### config.mk
export PLATFORM = sky130hd
export DESIGN_NAME = tdrc_top
export DESIGN_NICKNAME = d
export VERILOG_FILES = /design/src/pkg/tdrc_pkg.sv /design/src/rtl/tdrc_top.sv
export SDC_FILE = /design/constraint.sdc
export NUM_CORES = 1
export LEC_CHECK = 0
export ABC_AREA = 1
export BUFFER_PORTS_ARGS = -buffer_cell sky130_fd_sc_hd__buf_2
export CORE_AREA = 2 2 117 119
export DETAILED_ROUTE_END_ITERATION = 10
export DIE_AREA = 0 0 119 121
export SETUP_SLACK_MARGIN = 0.1
export SYNTH_ARGS = -nofsm -noshare
export SYNTH_HDL_FRONTEND = slang
export SYNTH_SLANG_ARGS = --single-unit
### constraint.sdc
create_clock -name pclk -period 1.79 [get_ports pclk]
set_clock_uncertainty 0.15 [all_clocks]
set_input_delay 0.0895 -clock pclk [delete_from_list [all_inputs] [get_ports pclk]]
set_output_delay 0.0895 -clock pclk [all_outputs]
set_load 0.01 [all_outputs]
### src/pkg/tdrc_pkg.sv
package tdrc_pkg;

	// ----------------------------------------------------------------
	// Register offsets (byte addresses on the APB bus).
	// ----------------------------------------------------------------
	localparam logic [7:0] OFS_CAL_PIN_OUT = 8'h2c;
	localparam logic [7:0] OFS_TAMPER_CTRL = 8'h30;
	localparam logic [7:0] OFS_TAMPER_STS  = 8'h34;
	localparam logic [7:0] OFS_IRQ_STATUS  = 8'he0;
	localparam logic [7:0] OFS_IRQ_CLEAR   = 8'he4;
	localparam logic [7:0] OFS_IRQ_ENABLE  = 8'he8;

	// ----------------------------------------------------------------
	// Field positions.
	// ----------------------------------------------------------------
	localparam int POS_TAMPER_INTERRUPT_FLAG       = 9;
	localparam int POS_TAMPER_EVENT_FLAG       = 8;
	localparam int POS_TPIEN      = 2;
	localparam int POS_TAMPER_INTERRUPT_FLAG_CLR   = 1;
	localparam int POS_TAMPER_EVENT_FLAG_CLR   = 0;
	localparam int IRQ_BIT_TAMPER = 0;
	localparam int IRQ_BIT_CALLOST = 1;
	localparam int IRQ_BITS       = 2;

	// ----------------------------------------------------------------
	// Reset values and counts.
	// ----------------------------------------------------------------
	localparam logic [15:0] RST_CAL_PIN_OUT  = 16'h0000;
	localparam logic [15:0] RST_TAMPER_CTRL  = 16'h0000;
	localparam int          CAL_WINDOW_LOG2  = 20;
	localparam int          CAL_WINDOW_TICKS = 1048576;
	localparam int          DIV_RATIO        = 64;
	localparam int          DIV_HALF         = DIV_RATIO / 2;
	localparam logic [4:0]  DIV_HALF_LAST    = 5'h1f;
	localparam logic [7:0]  TICK_PPM_MAX     = 8'h79;

	// Calibration and pin-output register layout.
	typedef struct packed {
		logic [5:0] reserved;
		logic       event_output_select;
		logic       event_output_enable;
		logic       calibration_clock_output;
		logic [6:0] clock_slowdown_value;
	} tdrc_cal_reg_t;

	// Tamper pin control register layout.
	typedef struct packed {
		logic [13:0] reserved;
		logic        tamper_polarity;
		logic        tamper_detect_enable;
	} tdrc_ctrl_reg_t;

	// Shared pin drive bundle.
	typedef struct packed {
		logic out;
		logic oe;
	} tdrc_pin_t;

endpackage

### src/rtl/tdrc_top.sv
// Our own choices: the register offsets and register access over APB.
`timescale 1ns/1ps

module tdrc_top #(
	parameter int WINDOW_TICKS = tdrc_pkg::CAL_WINDOW_TICKS
) (
	input  wire logic        pclk,            // Block clock, 100 MHz.
	input  wire logic        presetn,         // Battery-domain reset, active low.
	input  wire logic        psel,            // APB select.
	input  wire logic        penable,         // APB access phase.
	input  wire logic        pwrite,          // APB direction, high for write.
	input  wire logic [7:0]  paddr,           // APB byte address.
	input  wire logic [31:0] pwdata,          // APB write data.
	output logic      [31:0] prdata,          // APB read data.
	output logic             pready,          // APB ready.
	output logic             pslverr,         // APB error on unmapped address.
	input  wire logic        rtc_tick,        // Raw RTC clock tick, one-cycle pulse.
	input  wire logic        rtc_alarm_evt,   // RTC alarm event pulse.
	input  wire logic        rtc_second_evt,  // RTC second event pulse.
	input  wire logic        vdd_off,         // Main supply off indication, async.
	input  wire logic        tamper_pin_in,   // Tamper pin level, async.
	output logic             tamper_pin_out,  // Level driven onto the pin.
	output logic             tamper_pin_oe,   // High while the block drives the pin.
	output logic             pin_gpio_release,// High when the pin is free for GPIO.
	output logic             rtc_tick_cal,    // Calibrated RTC tick pulse.
	output logic             backup_clear,    // Pulse clearing all backup data registers.
	output logic             irq              // Level interrupt.
);

	// ----------------------------------------------------------------
	// Elaboration checks.
	// ----------------------------------------------------------------
	if (WINDOW_TICKS < 128 || WINDOW_TICKS > tdrc_pkg::CAL_WINDOW_TICKS) begin : g_window_chk
		$error("WINDOW_TICKS out of range");
	end

	localparam logic [19:0] WINDOW_LAST = 20'(WINDOW_TICKS - 1);

	// ----------------------------------------------------------------
	// Storage.
	// ----------------------------------------------------------------
	tdrc_pkg::tdrc_cal_reg_t  cal_reg;
	tdrc_pkg::tdrc_ctrl_reg_t ctrl_reg;
	tdrc_pkg::tdrc_pin_t      pin_drv;
	logic                     tamper_event_flag;
	logic                     tamper_interrupt_flag;
	logic                     tamper_irq_enable;
	logic [1:0]               irq_status;
	logic [1:0]               irq_enable;
	logic                     pin_meta;
	logic                     pin_sync;
	logic                     vdd_meta;
	logic                     vdd_sync;
	logic                     armed_active;
	logic                     tamper_hit;
	logic                     detect_on;
	logic                     active_level;
	logic [19:0]              window_cnt;
	logic [6:0]               drop_cnt;
	logic                     drop_tick;
	logic [4:0]               div_cnt;
	logic                     div_clk;
	logic                     sel_event;
	logic                     wr_en;
	logic                     rd_setup;
	logic                     addr_ok;
	logic [31:0]              next_prdata;

	// ----------------------------------------------------------------
	// APB decode.
	// ----------------------------------------------------------------

	// Zero wait state slave; writes land at the access-phase edge.
	assign pready   = 1'b1;
	assign wr_en    = psel && penable && pwrite;
	assign rd_setup = psel && !penable && !pwrite;

	// Address decode for the mapped words.
	always_comb begin
		if (paddr == tdrc_pkg::OFS_CAL_PIN_OUT) begin
			addr_ok = 1'b1;
		end else if (paddr == tdrc_pkg::OFS_TAMPER_CTRL) begin
			addr_ok = 1'b1;
		end else if (paddr == tdrc_pkg::OFS_TAMPER_STS) begin
			addr_ok = 1'b1;
		end else if (paddr == tdrc_pkg::OFS_IRQ_STATUS) begin
			addr_ok = 1'b1;
		end else if (paddr == tdrc_pkg::OFS_IRQ_CLEAR) begin
			addr_ok = 1'b1;
		end else if (paddr == tdrc_pkg::OFS_IRQ_ENABLE) begin
			addr_ok = 1'b1;
		end else begin
			addr_ok = 1'b0;
		end
	end

	// Error answer only in the access phase of an unmapped access.
	assign pslverr = psel && penable && !addr_ok;

	// Read mux; write-only and reserved bits read as zero.
	always_comb begin
		next_prdata = 32'h0000_0000;
		if (paddr == tdrc_pkg::OFS_CAL_PIN_OUT) begin
			next_prdata[15:0] = {6'h00, cal_reg[9:0]};
		end else if (paddr == tdrc_pkg::OFS_TAMPER_CTRL) begin
			next_prdata[15:0] = {14'h0000, ctrl_reg[1:0]};
		end else if (paddr == tdrc_pkg::OFS_TAMPER_STS) begin
			next_prdata[tdrc_pkg::POS_TAMPER_INTERRUPT_FLAG]  = tamper_interrupt_flag;
			next_prdata[tdrc_pkg::POS_TAMPER_EVENT_FLAG]  = tamper_event_flag;
			next_prdata[tdrc_pkg::POS_TPIEN] = tamper_irq_enable;
		end else if (paddr == tdrc_pkg::OFS_IRQ_STATUS) begin
			next_prdata[1:0] = irq_status;
		end else if (paddr == tdrc_pkg::OFS_IRQ_ENABLE) begin
			next_prdata[1:0] = irq_enable;
		end else begin
			next_prdata = 32'h0000_0000;
		end
	end

	// Read data is captured in the setup phase and held for the access phase.
	always_ff @(posedge pclk or negedge presetn) begin
		if (!presetn) begin
			prdata <= 32'h0000_0000;
		end else if (rd_setup) begin
			prdata <= next_prdata;
		end
	end

	// ----------------------------------------------------------------
	// Synchronisers for the asynchronous inputs.
	// ----------------------------------------------------------------

	// Two flip-flops for the pin level and the supply indication.
	always_ff @(posedge pclk or negedge presetn) begin
		if (!presetn) begin
			pin_meta <= 1'b0;
			pin_sync <= 1'b0;
			vdd_meta <= 1'b0;
			vdd_sync <= 1'b0;
		end else begin
			pin_meta <= tamper_pin_in;
			pin_sync <= pin_meta;
			vdd_meta <= vdd_off;
			vdd_sync <= vdd_meta;
		end
	end

	// ----------------------------------------------------------------
	// Configuration registers.
	// ----------------------------------------------------------------

	// Event output bits change only through presetn or a write; loss of main supply
	// clears the calibration output bit and wins over a write in the same cycle.
	always_ff @(posedge pclk or negedge presetn) begin
		if (!presetn) begin
			cal_reg <= tdrc_pkg::RST_CAL_PIN_OUT;
		end else begin
			if (wr_en && paddr == tdrc_pkg::OFS_CAL_PIN_OUT) begin
				cal_reg.event_output_select      <= pwdata[9];
				cal_reg.event_output_enable      <= pwdata[8];
				cal_reg.calibration_clock_output <= pwdata[7];
				cal_reg.clock_slowdown_value     <= pwdata[6:0];
			end
			if (vdd_sync) begin
				cal_reg.calibration_clock_output <= 1'b0;
			end
		end
	end

	// Tamper control; software keeps the polarity stable while enabled.
	always_ff @(posedge pclk or negedge presetn) begin
		if (!presetn) begin
			ctrl_reg <= tdrc_pkg::RST_TAMPER_CTRL;
		end else if (wr_en && paddr == tdrc_pkg::OFS_TAMPER_CTRL) begin
			ctrl_reg.tamper_polarity      <= pwdata[1];
			ctrl_reg.tamper_detect_enable <= pwdata[0];
		end
	end

	// Tamper interrupt enable and the extra interrupt mask.
	always_ff @(posedge pclk or negedge presetn) begin
		if (!presetn) begin
			tamper_irq_enable <= 1'b0;
			irq_enable        <= 2'h0;
		end else begin
			if (wr_en && paddr == tdrc_pkg::OFS_TAMPER_STS) begin
				tamper_irq_enable <= pwdata[tdrc_pkg::POS_TPIEN];
			end
			if (wr_en && paddr == tdrc_pkg::OFS_IRQ_ENABLE) begin
				irq_enable <= pwdata[1:0];
			end
		end
	end

	// ----------------------------------------------------------------
	// Tamper detection.
	// ----------------------------------------------------------------

	// Detection runs only when enabled and the pin is not an output.
	assign detect_on    = ctrl_reg.tamper_detect_enable
	                      && !cal_reg.calibration_clock_output
	                      && !cal_reg.event_output_enable;
	assign active_level = pin_sync ^ ctrl_reg.tamper_polarity;

	// Edge of the armed-and-active condition, so a pin already active counts once.
	assign tamper_hit = detect_on && active_level && !armed_active;

	// Remembers that the current active period has been reported.
	always_ff @(posedge pclk or negedge presetn) begin
		if (!presetn) begin
			armed_active <= 1'b0;
		end else begin
			armed_active <= detect_on && active_level;
		end
	end

	// Backup data clear pulse, one cycle after detection.
	always_ff @(posedge pclk or negedge presetn) begin
		if (!presetn) begin
			backup_clear <= 1'b0;
		end else begin
			backup_clear <= tamper_hit;
		end
	end

	// Event and interrupt flags; a new event wins over a clear.
	always_ff @(posedge pclk or negedge presetn) begin
		if (!presetn) begin
			tamper_event_flag     <= 1'b0;
			tamper_interrupt_flag <= 1'b0;
		end else begin
			if (tamper_hit) begin
				tamper_event_flag <= 1'b1;
			end else if (wr_en && paddr == tdrc_pkg::OFS_TAMPER_STS
			             && pwdata[tdrc_pkg::POS_TAMPER_EVENT_FLAG_CLR]) begin
				tamper_event_flag <= 1'b0;
			end
			if (tamper_hit && tamper_irq_enable) begin
				tamper_interrupt_flag <= 1'b1;
			end else if (wr_en && paddr == tdrc_pkg::OFS_TAMPER_STS
			             && pwdata[tdrc_pkg::POS_TAMPER_INTERRUPT_FLAG_CLR]) begin
				tamper_interrupt_flag <= 1'b0;
			end
		end
	end

	// ----------------------------------------------------------------
	// Sticky interrupt status.
	// ----------------------------------------------------------------

	// Each bit is set by its event and cleared by writing one; set wins.
	always_ff @(posedge pclk or negedge presetn) begin
		if (!presetn) begin
			irq_status <= 2'h0;
		end else begin
			for (int i = 0; i < tdrc_pkg::IRQ_BITS; i++) begin
				if ((i == tdrc_pkg::IRQ_BIT_TAMPER && tamper_hit)
				    || (i == tdrc_pkg::IRQ_BIT_CALLOST && vdd_sync
				        && cal_reg.calibration_clock_output)) begin
					irq_status[i] <= 1'b1;
				end else if (wr_en && paddr == tdrc_pkg::OFS_IRQ_CLEAR && pwdata[i]) begin
					irq_status[i] <= 1'b0;
				end
			end
		end
	end

	// Interrupt level from the tamper interrupt flag or any enabled status bit.
	assign irq = tamper_interrupt_flag || (|(irq_status & irq_enable));

	// ----------------------------------------------------------------
	// RTC slow-down calibration.
	// ----------------------------------------------------------------

	// The first N raw ticks of each window are swallowed.
	assign drop_tick = rtc_tick && (drop_cnt < cal_reg.clock_slowdown_value);

	// Window position and count of ticks dropped in the window.
	always_ff @(posedge pclk or negedge presetn) begin
		if (!presetn) begin
			window_cnt <= 20'h00000;
			drop_cnt   <= 7'h00;
		end else if (rtc_tick) begin
			if (window_cnt == WINDOW_LAST) begin
				window_cnt <= 20'h00000;
				drop_cnt   <= 7'h00;
			end else begin
				window_cnt <= window_cnt + 20'h00001;
				if (drop_tick) begin
					drop_cnt <= drop_cnt + 7'h01;
				end
			end
		end
	end

	// Calibrated tick, registered.
	always_ff @(posedge pclk or negedge presetn) begin
		if (!presetn) begin
			rtc_tick_cal <= 1'b0;
		end else begin
			rtc_tick_cal <= rtc_tick && !drop_tick;
		end
	end

	// Divider by 64 of the calibrated clock, toggling every 32 ticks.
	always_ff @(posedge pclk or negedge presetn) begin
		if (!presetn) begin
			div_cnt <= 5'h00;
			div_clk <= 1'b0;
		end else if (rtc_tick_cal) begin
			div_cnt <= div_cnt + 5'h01;
			if (div_cnt == tdrc_pkg::DIV_HALF_LAST) begin
				div_clk <= !div_clk;
			end
		end
	end

	// ----------------------------------------------------------------
	// Shared pin output.
	// ----------------------------------------------------------------

	// Event choice by the select bit.
	assign sel_event = cal_reg.event_output_select ? rtc_second_evt : rtc_alarm_evt;

	// Pin drive; the calibration clock takes priority over the event.
	always_ff @(posedge pclk or negedge presetn) begin
		if (!presetn) begin
			pin_drv <= '0;
		end else if (cal_reg.calibration_clock_output) begin
			pin_drv <= '{out: div_clk, oe: 1'b1};
		end else if (cal_reg.event_output_enable) begin
			pin_drv <= '{out: sel_event, oe: 1'b1};
		end else begin
			pin_drv <= '0;
		end
	end

	assign tamper_pin_out = pin_drv.out;
	assign tamper_pin_oe  = pin_drv.oe;

	// Pin is free for general use only when detection and output are off.
	assign pin_gpio_release = !ctrl_reg.tamper_detect_enable && !pin_drv.oe;

endmodule

# Word-level counts from Yosys, hierarchy flattened
# Index checks and enable logic that the tools add are counted.
dict set report op_classes {
  n_addsub 3
  n_mul 0
  div 0
  n_lt_le_gt_ge 1
  eq_ne 8
  shift 0
  muxes 29
  bitwise 2
  n_reduce_logical 43
}
# cell count
set op_table {}
lappend op_table {{$eq 8x6->1 const B} 3}
lappend op_table {{$eq 8x8->1 const B} 3}
lappend op_table {{$logic_and 1x1->1} 23}
lappend op_table {{$add 20x1->20 const B} 1}
lappend op_table {{$eq 20x20->1 const B} 1}
lappend op_table {{$mux 10} 2}
lappend op_table {{$mux 20} 1}
lappend op_table {{$mux 1} 17}
lappend op_table {{$mux 7} 2}
lappend op_table {{$mux 2} 6}
lappend op_table {{$reduce_bool 2->1} 6}
lappend op_table {{$logic_not 1->1} 10}
lappend op_table {{$mux 8} 1}
lappend op_table {{$add 7x1->7 const B} 1}
lappend op_table {{$lt 7x7->1} 1}
lappend op_table {{$add 5x1->5 const B} 1}
lappend op_table {{$eq 5x5->1 const B} 1}
lappend op_table {{$reduce_and 2->1} 2}
lappend op_table {{$and 2x2->2} 1}
lappend op_table {{$reduce_or 2->1} 1}
lappend op_table {{$logic_or 1x1->1} 1}
lappend op_table {{$xor 1x1->1} 1}
dict set report totals {
  reg_bits 77
  latch_bits 0
  mem_bits_rw 0
  mem_bits_ro 0
  in_bits 50
  out_inout_bits 40
  wordCells 112
  mem_count 0
}

# Depth between registers and ports, before layout
# Gate-level depths: netlist of the first run.
dict set report logic_depth {
  word_depth 9
  mapped_depth 12
  ltp_nobuf 12
}

# Worst setup path after synthesis of the first run
# No wires, ideal clock.
dict set report synth_path {
  kind {register to register}
  startpoint {reg drop_cnt[6]}
  endpoint {reg drop_cnt[2]}
  setup_ns 0.117
  t_arrival_ns 1.300
  required_ns 1.523
  setup_slack_ns 0.223
  path_stages_with_launch 10
  n_path_buf 0
  period_less_slack_ns 1.567
  cell_sequence {dfrtp_1 > ha_1 > nand2_1 > inv_1 > a21oi_1 > nand3_1 > nand2_1 > nand2_2 > nand2_1 > nand2_1}
}
dict set report synth_between {
  elab_chain_cells 4
}
# item line
set synth_lines {}
lappend synth_lines {{start, declared} tdrc_top.sv:59} ;# logic [6:0] drop_cnt;
lappend synth_lines {{start signal, assigned} tdrc_top.sv:290} ;# drop_cnt <= drop_cnt + 7'h01;
lappend synth_lines {{$lt 7x7->1} tdrc_top.sv:276} ;# assign drop_tick = rtc_tick && (drop_cnt < cal_reg.clock_slowdown_value);
lappend synth_lines {{$logic_and 1x1->1} tdrc_top.sv:276}
lappend synth_lines {{$reduce_bool 2->1 (no line)} n/a}
lappend synth_lines {{$reduce_and 2->1 (no line)} n/a}
# No other way between the ends.
# A chain may end at the register's enable or synchronous reset.

# Worst setup path after layout of the first run
dict set report layout_path {
  startpoint {reg cal_reg[6] (netlist bit)}
  endpoint {reg drop_cnt[4]}
}
dict set report layout_between {
  elab_chain_cells 4
}
# item line
set layout_lines {}
lappend layout_lines {{start, declared} tdrc_top.sv:42} ;# tdrc_pkg::tdrc_cal_reg_t cal_reg;
lappend layout_lines {{start signal, assigned} tdrc_top.sv:156} ;# cal_reg <= tdrc_pkg::RST_CAL_PIN_OUT;
lappend layout_lines {{$lt 7x7->1} tdrc_top.sv:276}
lappend layout_lines {{$logic_and 1x1->1} tdrc_top.sv:276}
lappend layout_lines {{$reduce_bool 2->1 (no line)} n/a}
lappend layout_lines {{$reduce_and 2->1 (no line)} n/a}
# No other way between the ends.

==> reports/metrics.yaml, run 1 <==
via_per_inst: 4.38
drive_above_1_share_pct: 22.6
vias: 3287
area_growth_syn_to_layout_pct: 28.0
drt_iter0_drc: 124
core_area_um2: 13100
cp_data_required_time_ns: 1.86
wl_per_cell_um: 11.1
leakagePower_nw: 2.54
final_cells: 751
max_freq_mhz: 597
final_common_cell: "nand2_1"
synthArstFlopShare_pct: 100
endpoint_kind: "flop"
grt_pass1_wl_um: 14400
yosys.cell_types.count: 35
period_share_pct: 93.5
start_kind: "flop"
critPathKind: "reg2reg"
dpl.cell_count: 706
setup_violations: 0
die_y_um: 121
placed_cell_area_um2: 4300
root_buffer: "clkbuf_16"
cp_max_fo: 7
dp_hpwl_um: 6010
grt_max_degree: 35
outcome: "complete, no violations"
dr.pass1.iters: 5
syn_area_um2: 3900
antenna_cells: 0
powerDensity_nw_per_um2: 933
synth_warnings: 0
gp_congestion: 0.847
stdcell_area_um2: 4990
period_needed_ns: 1.67
reg2reg_from: "cal_reg[6]$_DFFE_PN0P_"
multi_input_area_um2: 1820
reg2reg_to: "drop_cnt[4]$_DFFE_PN0P_"
grt_use_total_pct: 12.5
cts_tree: "built"
synth_edf_count: 0
hold_viol: 0
drv_slew: 0
peakVddDrop_mv: 0.383
drv_cap: 0
grt_overflow: 0
place_ws_ns: 0.0155
rsz0062_at_grt: "true"
cts_max_path_buffers: 2
die_w_um: 119
fin_ws_ns: 0.116
ff_latch_area_um2: 1780
ant_nets: 0
boundaryPins: 90
rr_worst_depth: 10
initial_core_util_pct: 29.8
synth_seq_area_share_pct: 45.6
hold_class: "in2reg"
wl_um: 8350
rows: 42
layout_common_cells: "nand2_1, dfrtp_1, inv_1"
clock_latency_ns: 0.33
syn_inst: 485
clock-sinks: 71
final.setup.tns_ns: 0
cp.arrival_ns: 1.75
clkTransAtPathRegs_ns: 0.06
grt_pass1_vias: 3231
cts_buffers: 9
crit_start: "cal_reg[6]$_DFFE_PN0P_"
antenna_found_initial: 0
fillCellCount: 1302
drc_errors: 0
ys.flop_type: "dfrtp_1"
r2r_slack_ns: 0.12
die_area_um2: 14400
cts.htree.levels: 3
largest_reg_flops: 20
fin_nets: 630
io_buffer_count: 44
avgSynthCellArea_um2: 8.04
synth-seq-cells: 71
hold_ws_ns: 0.0266
setup.worst_path.end: "drop_cnt[4]$_DFFE_PN0P_"
-- synthesized netlist by cell type (2+ instances only) --
cell | count | area, µm²
a21oi_1 | 17 | 85.1
buf_2 | 6 | 30.0
buf_4 | 23 | 173
clkbuf_1 | 2 | 7.51
conb_1 | 2 | 7.51
dfrtp_1 | 71 | 1780
ha_1 | 10 | 125
inv_1 | 66 | 248
inv_2 | 3 | 11.3
nand2_1 | 123 | 462
nand2_2 | 4 | 25.0
nand3_1 | 29 | 145
nand3_2 | 2 | 20.0
nand4_1 | 14 | 87.6
nor2_1 | 37 | 139
nor2_2 | 4 | 25.0
nor3_1 | 6 | 30.0
nor3_2 | 4 | 40.0
nor3_4 | 2 | 32.5
o21a_1 | 2 | 15.0
o21ai_0 | 22 | 110
o21ai_1 | 3 | 15.0
o31ai_1 | 5 | 37.5
xnor2_1 | 4 | 35.0
xor2_1 | 14 | 123
-- worst min-delay path by stage --
stage,start,to,slack (ns),depth (start not counted)
finish,psel,prdata[0]$_DFFE_PN0P_,0.03,5
global route,psel,prdata[0]$_DFFE_PN0P_,0.04,5
CTS,psel,prdata[0]$_DFFE_PN0P_,0.003,5
detailed placement,presetn,window_cnt[6]$_DFFE_PN0P_,-0.10,1
global placement,presetn,window_cnt[5]$_DFFE_PN0P_,-0.11,1
floorplan,presetn,armed_active$_DFF_PN0_,-0.36,0
-- worst max-delay path, stage by stage, from the launching register on --
cell and delay, ns:
dfrtp_1 0.37, inv_2 0.08, ha_4 0.21, nand2_1 0.07, nand2_1 0.08, a21oi_2 0.17, nand3_2 0.12, nand2_2 0.10
nand2_4 0.08, nand2_1 0.08, nand2_1 0.04
-- report_power, final --
part | leakage (nW) | internal, mW | switching [mW] | total, mW
Sequential | 0.871 | 1.76 | 0.153 | 1.91
Clock | 0.153 | 1.23 | 0.705 | 1.93
Combinational | 1.52 | 0.367 | 0.442 | 0.809
-- metrics by stage --
step / utilization [%] / power (mW)
after CTS: 37.2 / 4.65
after global placement: 32.8 / 2.58
after global routing: 38.1 / 4.94
final: 38.1 / 4.65
after floorplan: - / 2.40
after detailed placement: 32.8 / 2.62
-- routing by layer --
| layer | wire [µm] | global-route usage [%] | vias to the layer above |
|---|---|---|---|
| met3 | 400 | 4.04 | 9 |
| met1 | 3770 | 15.1 | 1543 |
| li1 | - | - | 1660 |
| met2 | 4060 | 20.9 | 75 |
| met4 | 119 | 4.09 | 0 |
| met5 | 0 | 0 | - |
-- area by class of cell --
cell class	instances	area share (%)
clock inverter	6	1.88
sequential	71	35.6
multi-input combinational	334	36.6
inverter	69	5.19
clock buffer	10	4.59
timing repair buffer	85	11.7
tap	176	4.42
-- repair_timing --
| action | 4_1_cts | 5_1_grt |
|---|---|---|
| buffers inserted | 6 | 6 |
| setup endpoints to repair | 12 | 19 |
| gates resized for setup | 10 | 18 |
| hold buffers | 17 | 0 |
| pin swaps | 7 | 11 |
| cloned | 0 | 0 |
| endpoints found under the hold margin | 91 | 0 |
-- cells by family (layout without fill, tap and decap cells) --
group                      count (synthesis)  count (layout)  share of synthesized area, %
xor gates and xnor gates                  18              18                          4.04
buffers and inverters                    101             170                          12.3
other                                      2              23                         0.193
and+or+nand+nor                          230             230                          27.1
AOI/OAI and AO/OA                         53              53                          7.54
adders and majority gates                 10              10                          3.21
DFF                                       71              71                          45.6
Note: power is estimated with default switching activity, not from simulation.
==> run 2: changes to the inputs <==
CORE_AREA = 2 2 108 110   (was 2 2 117 119)
DIE_AREA = 0 0 110 112   (was 0 0 119 121)
clock period = 1.7 ns   (was 1.79 ns; I/O delays follow)
==> run 2 against run 1 <==
  * Worst hold slack improved by 0.036 ns
  * Total power rose by 5.3%
  * Register-to-register slack got worse by 0.07 ns
  * Combinational power rose by 22%
  * Critical path depth fell by 4
  * Critical path type unchanged
  * Critical endpoint is now window_cnt[5]$_DFFE_PN0P_
  * Largest cell class unchanged
==> reports/metrics.yaml, run 2 (synthesis gave the netlist of run 1 again) <==
outcome: "complete, no violations"
placed_cell_area_um2: 4360
r2r_slack_ns: 0.04
cp.arrival_ns: 1.72
wl_um: 8440
drt_iter0_drc: 141
leakagePower_nw: 2.64
clock_latency_ns: 0.33
cp_data_required_time_ns: 1.76
start_kind: "flop"
max_freq_mhz: 604
period_share_pct: 97.4
fillCellCount: 1093
die_area_um2: 12300
final_common_cell: "nand2_1"
cpMaxStageDelayCell: "dfrtp_1"
swShare_pct: 28.8
die_y_um: 112
clkTransAtPathRegs_ns: 0.06
ff_latch_area_um2: 1780
ant_nets: 0
core_area_um2: 11200
wl_per_cell_um: 11.5
root_buffer: "clkbuf_16"
cp_max_fo: 5
grt_max_degree: 27
largest_reg_flops: 20
critPathKind: "reg2reg"
hold_viol: 0
slowest_delay_ns: 0.43
via_per_inst: 4.56
powerDensity_nw_per_um2: 960
drive_above_1_share_pct: 27.0
grt_use_total_pct: 14.4
initial_core_util_pct: 34.9
clock-sinks: 71
multi_input_area_um2: 1900
power_frac_seq_pct: 40.9
rsz0062_at_grt: "true"
p_clk_share_pct: 39.0
grt_pass1_vias: 3159
crit_family: "simple AND/OR/NAND/NOR gates"
antenna_cells: 0
p_comb_share_pct: 20.2
drv_cap: 0
final.setup.tns_ns: 0
endpoint_kind: "flop"
path_buf_inv: 1
antenna_found_initial: 0
boundaryPins: 90
gp_congestion: 0.842
peakVddDrop_mv: 0.671
vias: 3339
rows: 39
p_int_mw: 3.49
hold_ws_ns: 0.0627
period_needed_ns: 1.66
cts_buffers: 9
cts.htree.levels: 3
cts_max_path_buffers: 2
fin_nets: 644
grt_overflow: 0
cts_tree: "built"
setup_violations: 0
dr.pass1.iters: 4
p_switching_mw: 1.41
hold_class: "in2async"
layout_common_cells: "nand2_1, dfrtp_1, inv_1"
area_growth_syn_to_layout_pct: 30.9
drv_slew: 0
io_buffer_count: 44
path_cells: "nand2_1 -> nor3_4 -> nand2_2 -> inv_1 -> nand3_2 -> nor2b_4"
stdcell_area_um2: 5100
dp_hpwl_um: 6040
die_w_um: 110
drc_errors: 0
grt_pass1_wl_um: 14200
-- run 2: path summary, 6_finish.rpt --
check	start	end	cells past startpoint
worst min register to register	vdd_meta$_DFF_PN0_	vdd_sync$_DFF_PN0_	0
worst max-delay path	window_cnt[11]$_DFFE_PN0P_	window_cnt[5]$_DFFE_PN0P_	6
max in group asynchronous	presetn	tamper_irq_enable$_DFFE_PN0N_	3
min in group pclk	penable	prdata[1]$_DFFE_PN0P_	5
worst max register to register	window_cnt[11]$_DFFE_PN0P_	window_cnt[5]$_DFFE_PN0P_	6
worst min-delay path	presetn	window_cnt[4]$_DFFE_PN0P_	2
-- run 2: layout make-up --
type / count / share of cell area (%)
Multi-Input combinational cell: 334 / 37.2
Tap cell: 143 / 3.51
Inverter: 69 / 5.08
Timing Repair Buffer: 99 / 13.3
Clock buffer: 10 / 4.68
Clock inverter: 6 / 1.35
Sequential cell: 71 / 34.8
-- run 2: timing repair --
item,4_1_cts,5_1_grt
setup buffers,4,8
hold endpoints to repair,78,0
pin swaps,7,11
gates resized for setup,13,35
setup endpoints to repair,15,23
hold buffers,16,0
-- run 2: through the flow --
| stage | util, % | setup slack (ns) | cells | total power, mW |
|---|---|---|---|---|
| after floorplan | - | 0.133 | 506 | 2.53 |
| after global placement | 39.0 | 0.0385 | 688 | 2.80 |
| after detailed placement | 39.0 | 0.0207 | 688 | 2.84 |
| after CTS | 44.0 | 0.0519 | 724 | 4.86 |
| after global routing | 45.7 | -0.0281 | 732 | 5.19 |
| final | 45.7 | 0.0447 | 732 | 4.90 |
-- run 2: per-layer routing --
metal	part of all wire, %	track usage (%)
met2	49	23.8
met3	4.1	2.93
met5	0	0
met4	2.0	5.40
met1	45	18.4
-- run 2: power by group through the flow --
stage | Combinational, mW | Sequential (mW) | Clock [mW]
after floorplan | 0.507 | 2.02 | 0
after global placement | 0.806 | 2.00 | 0
after detailed placement | 0.836 | 2.00 | 0
after CTS | 0.923 | 1.99 | 1.95
after global routing | 1.12 | 2.03 | 2.04
final | 0.987 | 2.00 | 1.91
